$ cat src/hw/wd_regs.svh
// Purpose: Register offsets, fields, reset values and timing counts of the
//          watchdog mode control block.
// Assumes: Byte-wide registers at their printed offsets.
// Notes:   Included by the package and the design modules.
//
// Functional notes
// Config bits 5:4 pick undervoltage level 90/80/70/60 %; copied at start-up.
// Config bit 3 enables forced normal, preset on; watchdog off there.
// Config bit 2 enables the software development option, preset off.
// Config bit 0 set marks sleep unsupported, preset supported.
// Status bit 3 shows forced normal; bits 7:4 reserved.
// Status bit 2 shows the development option active.
// Status bits 1:0: 00 off, 01 first half, 10 second half.
// Watchdog off in off, forced normal, reset, overload, fail-safe states.
// Entering off/reset/overload/fail-safe reloads period 0100 and mode default; overload keeps the mode, fail-safe sets 001.
// Overflow flag cleared in off and fail-safe; status fields per state.
// Development option makes autonomous 001 the post-reset mode.
// Development option with autonomous selection keeps watchdog off.
// Host selects window or timeout in standby to test development option.
// Window behaviour only with mode 100 in normal operation.
// Window overflow or first-half trigger requests a system reset.
// Window second-half trigger restarts the timer.
// Timeout with 010 in normal/standby/sleep, and 100 in standby/sleep.
// Timeout trigger restarts; overflow sets flag, or resets if pending.
// Sleep timeout overflow produces a wake-up event.
// Autonomous without option: timeout in normal, standby only if irq low.
// Every valid control write triggers except a mode change in normal; new values act at once.
// Mode codes 001/010/100; invalid codes abandon write, SPI failure irq.
// Period code selects 8 to 4096 ms; default 0100 is 128 ms.
// Mode change attempt in normal forces reset with cause 10000.
// Window halves split at exactly half the selected period.
`ifndef WD_REGS_SVH
`define WD_REGS_SVH

`define WD_CTRL_ADDR      7'h00
`define WD_STAT_ADDR      7'h05
`define WD_CFG_ADDR       7'h74

`define WD_CFG_UV_MSB     5
`define WD_CFG_UV_LSB     4
`define WD_CFG_FNM_BIT    3
`define WD_CFG_DEV_BIT    2
`define WD_CFG_SLP_BIT    0
`define WD_CFG_RESET      8'h08

`define WD_MODE_AUTO      3'h1
`define WD_MODE_TIMEOUT   3'h2
`define WD_MODE_WINDOW    3'h4
`define WD_PER_8          4'h8
`define WD_PER_16         4'h1
`define WD_PER_32         4'h2
`define WD_PER_64         4'hb
`define WD_PER_128        4'h4
`define WD_PER_256        4'hd
`define WD_PER_1024       4'he
`define WD_PER_4096       4'h7
`define WD_PER_RESET      4'h4

`define WD_PHASE_OFF      2'h0
`define WD_PHASE_FIRST    2'h1
`define WD_PHASE_SECOND   2'h2
`define WD_CAUSE_ILLEGAL  5'h10

`define WD_MS_NS          1000000
`define WD_CLK_NS         50
`define WD_CYCLES_PER_MS  (`WD_MS_NS / `WD_CLK_NS)

`endif

$ cat src/hw/wd_pkg.sv
// Purpose: Types and decode functions of the watchdog mode control block.
// Assumes: wd_regs.svh holds all numeric constants.
// Notes:   None.
`include "wd_regs.svh"

package wd_pkg;

	typedef enum logic [2:0] {
		ST_OFF, ST_FORCED_NORMAL, ST_STANDBY, ST_NORMAL,
		ST_SLEEP, ST_RESET, ST_OVERLOAD, ST_FAIL_SAFE
	} sbc_state_type;

	typedef enum logic [1:0] {
		WB_OFF, WB_TIMEOUT, WB_WINDOW
	} wd_behaviour_type;

	// Period in milliseconds; zero marks an invalid code.
	function automatic logic [12:0] period_ms(input logic [3:0] code);
		case (code)
			`WD_PER_8:    period_ms = 13'd8;
			`WD_PER_16:   period_ms = 13'd16;
			`WD_PER_32:   period_ms = 13'd32;
			`WD_PER_64:   period_ms = 13'd64;
			`WD_PER_128:  period_ms = 13'd128;
			`WD_PER_256:  period_ms = 13'd256;
			`WD_PER_1024: period_ms = 13'd1024;
			`WD_PER_4096: period_ms = 13'd4096;
			default:      period_ms = 13'd0;
		endcase
	endfunction

	function automatic logic mode_valid(input logic [2:0] code);
		mode_valid = (code == `WD_MODE_AUTO) || (code == `WD_MODE_TIMEOUT)
			|| (code == `WD_MODE_WINDOW);
	endfunction

endpackage

$ cat src/hw/wd_timer_if.sv
// Purpose: Link between the mode controller and its period timer.
// Assumes: One clock domain.
// Notes:   None.
`timescale 1ns/1ns

interface wd_timer_if;
	logic        run;
	logic        restart;
	logic [12:0] period;
	logic        expired;
	logic        second_half;

	modport ctrl  (output run, output restart, output period,
		input expired, input second_half);
	modport timer (input run, input restart, input period,
		output expired, output second_half);
endinterface

$ cat src/hw/wd_period_timer.sv
// Purpose: Millisecond prescaler and period counter of the watchdog.
// Assumes: period is a nonzero count of milliseconds while run is high.
// Notes:   expired is a one-cycle pulse; the counter wraps by itself.
`timescale 1ns/1ns
`include "wd_regs.svh"

module wd_period_timer #(
	parameter int CYCLES_PER_MS = `WD_CYCLES_PER_MS
) (
	input  wire logic   sys_clk_i,
	input  wire logic   arst_n_i,
	wd_timer_if.timer   tmr
);
	import wd_pkg::*;

	// The prescaler is 20 bits wide, which bounds the ratio from above.
	if (CYCLES_PER_MS < 2 || CYCLES_PER_MS > 1000000)
	begin : g_bad_cycles_per_ms
		$error("CYCLES_PER_MS out of range");
	end

	logic [19:0] presc_q, presc_d;
	logic [12:0] ms_q, ms_d;
	logic        tick;
	logic        last_ms;

	assign tick    = (presc_q == 20'(CYCLES_PER_MS - 1));
	assign last_ms = (ms_q == tmr.period - 13'd1);
	assign tmr.expired = tmr.run && !tmr.restart && tick && last_ms;
	assign tmr.second_half = tmr.run && (ms_q >= (tmr.period >> 1));

	always_comb
	begin
		presc_d = presc_q;
		ms_d    = ms_q;
		if (tmr.restart || !tmr.run)
		begin
			presc_d = 20'h0;
			ms_d    = 13'h0;
		end
		else if (tick)
		begin
			presc_d = 20'h0;
			ms_d    = last_ms ? 13'h0 : ms_q + 13'd1;
		end
		else
			presc_d = presc_q + 20'd1;
	end

	always_ff @(posedge sys_clk_i or negedge arst_n_i)
	begin
		if (!arst_n_i)
		begin
			presc_q <= 20'h0;
			ms_q    <= 13'h0;
		end
		else
		begin
			presc_q <= presc_d;
			ms_q    <= ms_d;
		end
	end

endmodule // wd_period_timer

$ cat src/hw/sbc_watchdog_mode_control.sv
// Purpose: Watchdog mode selection, trigger checking and status of the
//          system basis chip.
// Assumes: Register port and chip state come from logic on sys_clk_i.
// Notes:   Reset pulse sequencing and the reset counter live elsewhere.
`timescale 1ns/1ns
`include "wd_regs.svh"

module sbc_watchdog_mode_control #(
	parameter int CYCLES_PER_MS = `WD_CYCLES_PER_MS
) (
	input  wire logic                  sys_clk_i,
	input  wire logic                  arst_n_i,
	input  wire wd_pkg::sbc_state_type sbc_state_i,
	input  wire logic                  host_irq_out_n_i,
	input  wire logic                  wr_en_i,
	input  wire logic [6:0]            addr_i,
	input  wire logic [7:0]            wdata_i,
	output      logic [7:0]            rdata_o,
	input  wire logic                  wd_irq_clear_i,
	input  wire logic                  spi_fail_irq_enable_i,
	output      logic                  wd_overflow_irq_o,
	output      logic                  spi_fail_irq_o,
	output      logic                  sys_reset_req_o,
	output      logic [4:0]            reset_cause_code_o,
	output      logic                  reset_cause_valid_o,
	output      logic                  wake_event_o,
	output      logic [1:0]            runtime_uv_threshold_sel_o,
	output      logic                  forced_normal_enable_o,
	output      logic                  sleep_disallow_o,
	output      logic [1:0]            wd_phase_state_o
);
	import wd_pkg::*;

	// ---------------------------------------------------------------
	// State and timer
	// ---------------------------------------------------------------
	logic [2:0]        wd_mode_select_q, wd_mode_select_d;
	logic [3:0]        wd_period_select_q, wd_period_select_d;
	logic [7:0]        cfg_q, cfg_d;
	logic              wdi_q, wdi_d;
	logic [1:0]        uv_rt_q, uv_rt_d;
	sbc_state_type     prev_state_q;
	logic [7:0]        rdata_q, rdata_d;
	logic              rst_req_q, rst_req_d;
	logic              wake_q, wake_d;
	logic              spi_fail_q, spi_fail_d;
	logic [4:0]        cause_q, cause_d;
	logic              cause_vld_q, cause_vld_d;
	wd_behaviour_type  beh_q;
	wd_behaviour_type  beh;
	logic              dev_option_enable;
	logic              entering;
	logic              ctrl_wr;
	logic              wr_legal;
	logic              trigger;
	logic [1:0]        phase;

	wd_timer_if tif ();

	wd_period_timer #(
		.CYCLES_PER_MS (CYCLES_PER_MS)
	) u_timer (
		.sys_clk_i (sys_clk_i),
		.arst_n_i  (arst_n_i),
		.tmr       (tif.timer)
	);

	assign dev_option_enable = cfg_q[`WD_CFG_DEV_BIT];
	assign entering = (sbc_state_i != prev_state_q);

	// ---------------------------------------------------------------
	// Effective watchdog behaviour
	// ---------------------------------------------------------------
	always_comb
	begin
		beh = WB_OFF;
		case (sbc_state_i)
			ST_NORMAL:
				case (wd_mode_select_q)
					`WD_MODE_WINDOW:  beh = WB_WINDOW;
					`WD_MODE_TIMEOUT: beh = WB_TIMEOUT;
					`WD_MODE_AUTO:
						beh = dev_option_enable ? WB_OFF : WB_TIMEOUT;
					default:          beh = WB_OFF;
				endcase
			ST_STANDBY:
				case (wd_mode_select_q)
					`WD_MODE_WINDOW,
					`WD_MODE_TIMEOUT: beh = WB_TIMEOUT;
					`WD_MODE_AUTO:
						beh = (!dev_option_enable && !host_irq_out_n_i)
							? WB_TIMEOUT : WB_OFF;
					default:          beh = WB_OFF;
				endcase
			ST_SLEEP:
				case (wd_mode_select_q)
					`WD_MODE_WINDOW,
					`WD_MODE_TIMEOUT: beh = WB_TIMEOUT;
					default:          beh = WB_OFF;
				endcase
			default: beh = WB_OFF;
		endcase
	end

	// ---------------------------------------------------------------
	// Register writes and watchdog events
	// ---------------------------------------------------------------
	// Invalid codes are refused as a whole, so one flipped bit can never
	// leave half a configuration behind.
	assign ctrl_wr  = wr_en_i && (addr_i == `WD_CTRL_ADDR);
	assign wr_legal = mode_valid(wdata_i[7:5])
		&& (period_ms(wdata_i[3:0]) != 13'd0);
	assign trigger  = ctrl_wr && wr_legal && !(sbc_state_i == ST_NORMAL
		&& wdata_i[7:5] != wd_mode_select_q);

	always_comb
	begin
		wd_mode_select_d   = wd_mode_select_q;
		wd_period_select_d = wd_period_select_q;
		cfg_d              = cfg_q;
		wdi_d              = wdi_q;
		uv_rt_d            = uv_rt_q;
		rst_req_d          = 1'b0;
		wake_d             = 1'b0;
		spi_fail_d         = 1'b0;
		cause_d            = cause_q;
		cause_vld_d        = 1'b0;

		if (wr_en_i && addr_i == `WD_CFG_ADDR)
			cfg_d = wdata_i;

		if (wd_irq_clear_i)
			wdi_d = 1'b0;

		if (ctrl_wr)
		begin
			if (!wr_legal)
				spi_fail_d = spi_fail_irq_enable_i;
			else if (!trigger)
			begin
				rst_req_d   = 1'b1;
				cause_d     = `WD_CAUSE_ILLEGAL;
				cause_vld_d = 1'b1;
			end
			else
			begin
				wd_mode_select_d   = wdata_i[7:5];
				wd_period_select_d = wdata_i[3:0];
				if (beh == WB_WINDOW && !tif.second_half)
					rst_req_d = 1'b1;
			end
		end

		if (tif.expired)
		begin
			if (beh == WB_WINDOW)
				rst_req_d = 1'b1;
			else if (beh == WB_TIMEOUT)
			begin
				if (wdi_q)
					rst_req_d = 1'b1;
				wdi_d = 1'b1;
				if (sbc_state_i == ST_SLEEP)
					wake_d = 1'b1;
			end
		end

		if (entering)
		begin
			case (sbc_state_i)
				ST_OFF, ST_RESET:
				begin
					wd_period_select_d = `WD_PER_RESET;
					wd_mode_select_d = dev_option_enable
						? `WD_MODE_AUTO : `WD_MODE_TIMEOUT;
				end
				ST_OVERLOAD:
					wd_period_select_d = `WD_PER_RESET;
				ST_FAIL_SAFE:
				begin
					wd_period_select_d = `WD_PER_RESET;
					wd_mode_select_d   = `WD_MODE_AUTO;
				end
				default: ;
			endcase
			if (sbc_state_i == ST_OFF)
				uv_rt_d = cfg_q[`WD_CFG_UV_MSB:`WD_CFG_UV_LSB];
		end

		if (sbc_state_i == ST_OFF || sbc_state_i == ST_FAIL_SAFE)
			wdi_d = 1'b0;
	end

	assign tif.run    = (beh != WB_OFF);
	// A change of behaviour restarts the count, so a new mode never
	// inherits a half-spent period.
	assign tif.restart = (beh != beh_q) || trigger;
	assign tif.period = period_ms(wd_period_select_q);

	// ---------------------------------------------------------------
	// Status and read data
	// ---------------------------------------------------------------
	always_comb
	begin
		if (beh == WB_OFF)
			phase = `WD_PHASE_OFF;
		else if (tif.second_half)
			phase = `WD_PHASE_SECOND;
		else
			phase = `WD_PHASE_FIRST;
	end

	always_comb
	begin
		case (addr_i)
			`WD_CTRL_ADDR: rdata_d = {wd_mode_select_q, 1'b0,
				wd_period_select_q};
			`WD_STAT_ADDR: rdata_d = {4'h0,
				sbc_state_i == ST_FORCED_NORMAL,
				dev_option_enable, phase};
			`WD_CFG_ADDR:  rdata_d = cfg_q;
			default:       rdata_d = 8'h00;
		endcase
	end

	always_ff @(posedge sys_clk_i or negedge arst_n_i)
	begin
		if (!arst_n_i)
		begin
			wd_mode_select_q   <= `WD_MODE_TIMEOUT;
			wd_period_select_q <= `WD_PER_RESET;
			cfg_q              <= `WD_CFG_RESET;
			wdi_q              <= 1'b0;
			uv_rt_q            <= 2'h0;
			prev_state_q       <= ST_OFF;
			rdata_q            <= 8'h00;
			rst_req_q          <= 1'b0;
			wake_q             <= 1'b0;
			spi_fail_q         <= 1'b0;
			cause_q            <= 5'h00;
			cause_vld_q        <= 1'b0;
			beh_q              <= WB_OFF;
		end
		else
		begin
			wd_mode_select_q   <= wd_mode_select_d;
			wd_period_select_q <= wd_period_select_d;
			cfg_q              <= cfg_d;
			wdi_q              <= wdi_d;
			uv_rt_q            <= uv_rt_d;
			prev_state_q       <= sbc_state_i;
			rdata_q            <= rdata_d;
			rst_req_q          <= rst_req_d;
			wake_q             <= wake_d;
			spi_fail_q         <= spi_fail_d;
			cause_q            <= cause_d;
			cause_vld_q        <= cause_vld_d;
			beh_q              <= beh;
		end
	end

	assign rdata_o                    = rdata_q;
	assign wd_overflow_irq_o          = wdi_q;
	assign spi_fail_irq_o             = spi_fail_q;
	assign sys_reset_req_o            = rst_req_q;
	assign reset_cause_code_o         = cause_q;
	assign reset_cause_valid_o        = cause_vld_q;
	assign wake_event_o               = wake_q;
	assign runtime_uv_threshold_sel_o = uv_rt_q;
	assign forced_normal_enable_o     = cfg_q[`WD_CFG_FNM_BIT];
	assign sleep_disallow_o           = cfg_q[`WD_CFG_SLP_BIT];
	assign wd_phase_state_o           = phase;

	// ---------------------------------------------------------------
	// Assertions
	// ---------------------------------------------------------------
	a_off_states_idle: assert property (@(posedge sys_clk_i)
		disable iff (!arst_n_i)
		(sbc_state_i inside {ST_OFF, ST_FORCED_NORMAL, ST_RESET,
			ST_OVERLOAD, ST_FAIL_SAFE}) |-> (phase == `WD_PHASE_OFF))
		else $error("watchdog active in a held-off state");

	a_dev_auto_off: assert property (@(posedge sys_clk_i)
		disable iff (!arst_n_i)
		(dev_option_enable && wd_mode_select_q == `WD_MODE_AUTO)
			|-> !tif.run)
		else $error("autonomous watchdog runs with development option");

	a_window_early_reset: assert property (@(posedge sys_clk_i)
		disable iff (!arst_n_i)
		(trigger && beh == WB_WINDOW && !tif.second_half)
			|=> sys_reset_req_o)
		else $error("early window trigger did not reset");

	a_timeout_no_reset: assert property (@(posedge sys_clk_i)
		disable iff (!arst_n_i)
		(beh == WB_TIMEOUT && tif.expired && !wdi_q && !ctrl_wr
			&& !entering) |=> (wdi_q && !sys_reset_req_o))
		else $error("first timeout overflow mishandled");

	a_timeout_pending_rst: assert property (@(posedge sys_clk_i)
		disable iff (!arst_n_i)
		(beh == WB_TIMEOUT && tif.expired && wdi_q) |=> sys_reset_req_o)
		else $error("pending overflow did not reset");

	a_sleep_wake: assert property (@(posedge sys_clk_i)
		disable iff (!arst_n_i)
		(sbc_state_i == ST_SLEEP && beh == WB_TIMEOUT && tif.expired)
			|=> wake_event_o)
		else $error("sleep overflow gave no wake-up");

	a_illegal_mode_change: assert property (@(posedge sys_clk_i)
		disable iff (!arst_n_i)
		(ctrl_wr && wr_legal && sbc_state_i == ST_NORMAL
			&& wdata_i[7:5] != wd_mode_select_q)
		|=> (sys_reset_req_o && reset_cause_code_o == `WD_CAUSE_ILLEGAL
			&& $stable(wd_mode_select_q)))
		else $error("mode change in normal not punished");

	a_invalid_code_kept: assert property (@(posedge sys_clk_i)
		disable iff (!arst_n_i)
		(ctrl_wr && !wr_legal && !entering)
		|=> ($stable(wd_mode_select_q) && $stable(wd_period_select_q)
			&& spi_fail_irq_o == $past(spi_fail_irq_enable_i)))
		else $error("invalid control code was accepted");

	a_reset_entry_reload: assert property (@(posedge sys_clk_i)
		disable iff (!arst_n_i)
		(entering && sbc_state_i == ST_RESET) |=>
		(wd_period_select_q == `WD_PER_RESET && wd_mode_select_q ==
			($past(dev_option_enable) ? `WD_MODE_AUTO : `WD_MODE_TIMEOUT)))
		else $error("reset entry did not reload watchdog");

	a_wdi_cleared: assert property (@(posedge sys_clk_i)
		disable iff (!arst_n_i)
		(sbc_state_i == ST_FAIL_SAFE) |=> !wd_overflow_irq_o)
		else $error("overflow flag not cleared in fail-safe");

endmodule // sbc_watchdog_mode_control

$ cat config.mk
export PLATFORM = sky130hd
export DESIGN_NAME = sbc_watchdog_mode_control
export DESIGN_NICKNAME = d
export VERILOG_FILES = /design/src/hw/wd_pkg.sv /design/src/hw/wd_timer_if.sv /design/src/hw/wd_period_timer.sv /design/src/hw/sbc_watchdog_mode_control.sv
export VERILOG_INCLUDE_DIRS = /design/src /design/src/hw
export SDC_FILE = /design/constraint.sdc
export NUM_CORES = 1
export LEC_CHECK = 0
export BUFFER_PORTS_ARGS = -buffer_cell sky130_fd_sc_hd__buf_2
export CAP_MARGIN = 30
export CORE_UTILIZATION = 55
export DETAILED_ROUTE_END_ITERATION = 12
export PLACE_DENSITY = 0.8
export SYNTH_ARGS = -nofsm -noshare
export SYNTH_HDL_FRONTEND = slang
export SYNTH_SLANG_ARGS = --single-unit
$ cat constraint.sdc
create_clock -name sys_clk_i -period 5.4 [get_ports sys_clk_i]
set_input_delay 1.08 -clock sys_clk_i [delete_from_list [all_inputs] [get_ports sys_clk_i]]
set_output_delay 1.08 -clock sys_clk_i [all_outputs]
set_load 0.02 [all_outputs]
After elaboration in Yosys (flattened, before gate mapping)
Memory sizes are Yosys's and may differ from the RTL's.
Cells that the tools add are included.
{"block": "totals", "reg_bits": 69, "latchBits": 0, "ramBits": 0, "rom_bits": 256, "in_bits": 24, "out_inout_bits": 24, "word_cells": 125, "mem_count": 2}
{"name": "(name not given)", "depth": 16, "width": 8, "rd": 1, "rd_ports_with_merged_regs": 0, "write_ports": 0, "line_no": "wd_pkg.sv:19", "text": "case (code)"}
{"name": "(name not given)", "depth": 16, "width": 8, "rd": 1, "rd_ports_with_merged_regs": 0, "write_ports": 0, "line_no": "wd_pkg.sv:19"}
{"block": "op_classes", "add_sub_neg": 3, "mul": 0, "n_div": 0, "magnitude_cmp": 1, "eq_ne": 22, "shift": 0, "muxes": 47, "bitwise": 1, "n_reduce_logical": 34}
{"cell": "two-way mux 20 bit", "n": 2}
{"cell": "two-way mux 13 bit", "n": 3}
{"cell": "two-way mux 1 bit", "n": 25}
{"cell": "case mux 8 bit (3 select lines)", "n": 1}
{"cell": "adder 20 x 1 -> 20 bit (second input constant)", "n": 1}
{"cell": "equality test 20 x 15 -> 1 bit (second input constant)", "n": 1}
{"cell": "two-way mux 4 bit", "n": 5}
{"cell": "equality test 3 bit (second input constant)", "n": 6}
{"cell": "adder 13 x 1 -> 13 bit (second input constant)", "n": 1}
{"cell": "equality test 13 bit", "n": 1}
{"cell": "greater-or-equal comparator 13 x 12 -> 1 bit", "n": 1}
{"cell": "nonzero test 13 bit", "n": 1}
{"cell": "subtractor 13 x 1 -> 13 bit (second input constant)", "n": 1}
{"cell": "equality test 3 x 2 -> 1 bit (second input constant)", "n": 4}
{"cell": "logical AND 1 bit", "n": 12}
{"cell": "two-way mux 3 bit", "n": 4}
{"cell": "case mux 2 bit (3 select lines)", "n": 2}
{"cell": "equality test 3 x 1 -> 1 bit (second input constant)", "n": 3}
{"cell": "equality test 7 x 3 -> 1 bit (second input constant)", "n": 1}
{"cell": "equality test 7 bit (second input constant)", "n": 1}
{"cell": "zero test 7 bit", "n": 1}
{"cell": "zero test 1 bit", "n": 6}
{"cell": "two-way mux 2 bit", "n": 3}
{"cell": "inequality test 3 bit", "n": 2}
{"cell": "14 further kinds", "n": 20}

Logic depth before layout (Yosys ltp)
{"block": "depth", "ltp_word": 17, "mapped_depth": 11, "depth_no_buf": 9}

Cells and area by module
From an unflattened synthesis, not the netlist that was laid out.
{"block": "unflattened", "hier_cells": 481, "area_unflattened_um2": 4384.2}
{"mod": "wd_period_timer", "instances": 1, "cells_each": 307, "area_each_um2": 2522.4, "seq_area_each_um2": 825.8}
{"mod": "sbc_watchdog_mode_control", "instances": 1, "cells_each": 174, "area_each_um2": 1861.8, "seq_area_each_um2": 904.6}

Least setup slack after synthesis
OpenSTA, ideal clock, no wires.
{"block": "synth_timing", "path_type": "register to output", "start": "register wd_period_select_q[2]", "end": "output wd_phase_state_o[1]", "arrival_time_ns": 2.550, "required_ns": 4.320, "setup_slack_ns": 1.770, "stages_incl_launch_ff": 10, "path_buffers": 3, "cell_sequence": "dfstp_2 buf_2 buf_2 buf_2 nand4_1 ha_1 o21ai_0 a2111oi_0 a21oi_1 nor2_1"}
{"block": "synth_via", "elab_chain_cells": 5}
{"item": "from (decl)", "line_no": "sbc_watchdog_mode_control.sv:38", "text": "logic [3:0] wd_period_select_q, wd_period_select_d;"}
{"item": "from (signal assigned)", "line_no": "sbc_watchdog_mode_control.sv:231", "text": "wd_period_select_q <= `WD_PER_RESET;"}
{"item": "from (signal assigned)", "line_no": "sbc_watchdog_mode_control.sv:247", "text": "wd_period_select_q <= wd_period_select_d;"}
{"item": "memory (16 x 8 bit)"}
{"item": "greater-or-equal comparator 13 x 12 -> 1 bit", "line_no": "wd_period_timer.sv:30", "text": "assign tmr.second_half = tmr.run && (ms_q >= (tmr.period >> 1));"}
{"item": "logical AND 1 bit", "line_no": "wd_period_timer.sv:30"}
{"item": "two-way mux 2 bit", "line_no": "sbc_watchdog_mode_control.sv:207", "text": "else if (tif.second_half)"}
{"item": "two-way mux 2 bit", "line_no": "sbc_watchdog_mode_control.sv:205", "text": "if (beh == WB_OFF)"}
{"item": "to (decl)", "line_no": "sbc_watchdog_mode_control.sv:30", "text": "output logic [1:0] wd_phase_state_o"}
Every way passes these cells.

Worst setup path in the final report
{"block": "layout_timing", "start": "register wd_period_select_q[1]", "end": "output wd_phase_state_o[1]"}
The elaborated chain is that of the path after synthesis.

==> impl_metrics.json <==
{
  "fmax_mhz": 237,
  "min_period_over_period": 0.783,
  "tritoncts": "done",
  "ctsRootBufferMaster": "clkbuf_8",
  "ioPinCount": 48,
  "cts_made_buffers": 9,
  "die_w_um": 89.9,
  "critical_path_buf_inv_count": 2,
  "worstSetupStartpointType": "flip-flop",
  "end_kind": "output pin",
  "postRouteAntennaNets": 0,
  "path_clk_slew_ns": 0.07,
  "routed_wl_mm": 9.56,
  "synth_area_per_cell_um2": 9.15,
  "cp_slowest_cell": "a2111oi_0",
  "crit_chain": "inv_1 > nor2_1 > nand3_1 > ha_1 > nand2_1 > a2111oi_0 > a21oi_1 > nor2_1 > buf_2",
  "grt_pass1_vias": 3464,
  "numPortBuffers": 43,
  "ctsHoldBuffers": 0,
  "die_area_um2": 8070,
  "p_leak_uw": 0.00200,
  "num_rows": 31,
  "yosys.area.top_type": "dfrtp_1",
  "drive_gt1_frac": 0.186,
  "synthCells": 464,
  "nFillCells": 633,
  "syn_to_final_growth_pct": 9.64,
  "htreeDepth": 3,
  "rsz0062_at_grt": "no",
  "period_needed_ns": 4.23,
  "initial_core_util": 0.576,
  "grt_first_pass_wirelength_mm": 16.4,
  "layout_commonest_cell": "dfrtp_1",
  "cp_max_fo": 15,
  "ys.flop_type": "dfrtp_1",
  "drv_slew": 0,
  "grt_max_degree": 70,
  "layout_common_cells": "dfrtp_1 (66), nor2_1 (57), buf_2 (43), nand2_1 (36), nand3_1 (23)",
  "synth_area_leaders": "dfrtp_1 (39%), nor2_1 (5.0%), xor2_1 (3.9%)",
  "cts_setup_buffers": 0,
  "dr.pass1.iters": 5,
  "setup_viol": 0,
  "outcome": "complete, no violations",
  "insertion_delay_ns": 0.34,
  "hpwl_mm": 6.75,
  "drc": 0,
  "yosys_warnings": 0,
  "synth_cell_types": 71,
  "fin_area_um2": 4650,
  "synth_top_area_share": 0.389,
  "ys_seq_area_frac": 0.408,
  "place_area_um2": 4460,
  "cts_resized": 0,
  "antenna_found_initial": 0,
  "routedWlPerCell_um": 16.0,
  "critPathRequiredTime_ns": 4.32,
  "synth-async-reset-ratio": 1.00,
  "cpPeakStageDelay_ns": 0.72,
  "crit_family": "compound AO/OA/AOI/OAI gates",
  "finClkSkew_ns": 0.0105,
  "nets": 530,
  "relSlewSlack": 0.417,
  "tightest_slew_ns": 0.875,
  "setup_tns_ns": 0,
  "routed_via_density": 5.98,
  "drt_iter0_markers": 222,
  "maxCapViolCount": 0,
  "vias": 3585,
  "hold_path_class": "flip-flop to flip-flop",
  "cp.arrival_ns": 3.15,
  "ys_seq_elements": 69,
  "finalHoldViolCount": 0,
  "crit_type": "flip-flop to output pin",
  "n_antenna_cell": 0,
  "syn-cell-area_um2": 4250,
  "place.gp.congestion": 0.892,
  "synth_edf_count": 0,
  "clock_path_buffers": 2,
  "cts.sinks": 69,
  "ir_drop_uv": 197,
  "grt.overflow.total": 0,
  "p_per_area_nw_per_um2": 225,
  "grtUsageTotal": 0.252,
  "core_um2": 7370,
  "die_h_um": 89.9,
  "crit_top_cell": "nor2_1"
}
## kinds of logic (layout without fill, tap and decap cells)
kind of cell	Yosys count	in the layout	share of synthesized area
adders and majority gates	12	12	0.0348
other	1	4	0.000883
and+or+nand+nor	204	204	0.251
xor gates and xnor gates	33	33	0.0681
AOI/OAI and AO/OA	90	90	0.151
muxes	15	15	0.0386
DFF	69	69	0.408
buffers and inverters	40	73	0.0477
## flip-flops by register name (all words and copies together), names as in the netlist
signal and cells:
u_timer.presc_q 20, u_timer.ms_q 13, cfg_q 8, rdata_o 8, wd_period_select_q 4, prev_state_q 3, wd_mode_select_q 3, beh_q 2
runtime_uv_threshold_sel_o 2, reset_cause_code_o 1, reset_cause_valid_o 1, spi_fail_irq_o 1, sys_reset_req_o 1, wake_event_o 1, wd_overflow_irq_o 1
## routing by layer
metal  part of all wire  vias up  wire length [µm]  global-route usage
li1                   -     1740                 -                   -
met1               0.46     1759              4350               0.342
met2               0.50       76              4750               0.406
met3              0.037       10               357              0.0431
met4             0.0096        0                92              0.0901
met5                  0        -                 0                   0
## where the power goes
part | internal (µW) | switching [µW] | total [µW] | leakage [µW]
sequential | 531 | 13.5 | 544 | 0.000940
combinational | 35.6 | 58.4 | 94.1 | 0.000960
clock | 211 | 199 | 409 | 0.0000987
## per-stage QoR
stage / setup slack [ns] / power, µW / util / cells / hold WS, ns
2_1_floorplan: 1.77 / 614 / - / 467 / 0.450
6_report: 1.17 / 1050 / 0.632 / 599 / 0.474
3_5_place_dp: 1.59 / 648 / 0.606 / 583 / 0.456
5_1_grt: 0.974 / 1100 / 0.632 / 599 / 0.489
3_3_place_gp: 1.78 / 646 / 0.606 / 583 / 0.448
4_1_cts: 1.20 / 1060 / 0.632 / 599 / 0.482
## synthesized netlist by cell type, types with 5 or more instances
cell	instances
a22o_1	5
and2_1	6
o31ai_1	5
dfrtp_1	66
or4_1	5
xnor2_1	14
buf_2	9
a21oi_1	22
nor3_1	15
mux2_2	11
nor2_1	57
nand3_1	23
ha_1	11
and3_1	6
o21ai_0	16
clkbuf_1	14
nor4_1	9
nand2_1	36
or3_1	6
inv_1	9
nand4_1	10
buf_4	5
xor2_1	19
## final cells by class
class                   instances  area (µm²)  share of cell area
repair buffers                 48         253              0.0543
inverters                       9        33.8             0.00726
multi-input cells             358        2320               0.499
flip-flops and latches         69        1730               0.372
clock inverters                 7        66.3              0.0142
clock buffers                   9         124              0.0266
well taps                      99         124              0.0266
## path summary, 6_finish.rpt
path	start	to	slack (ns)	depth (start not counted)
max in group asynchronous	arst_n_i	reset_cause_code_o[4]$_DFFE_PN0P_	3.90	2
max reg2reg	wd_period_select_q[1]$_DFF_PN0_	sys_reset_req_o$_DFF_PN0_	2.43	9
max	wd_period_select_q[1]$_DFF_PN0_	wd_phase_state_o[1]	1.17	9
min in group asynchronous	arst_n_i	rdata_o[0]$_DFF_PN0_	0.94	2
min reg2reg	reset_cause_code_o[4]$_DFFE_PN0P_	reset_cause_code_o[4]$_DFFE_PN0P_	0.47	1
min	reset_cause_code_o[4]$_DFFE_PN0P_	reset_cause_code_o[4]$_DFFE_PN0P_	0.47	1
Power figures use the tool's default switching activity.
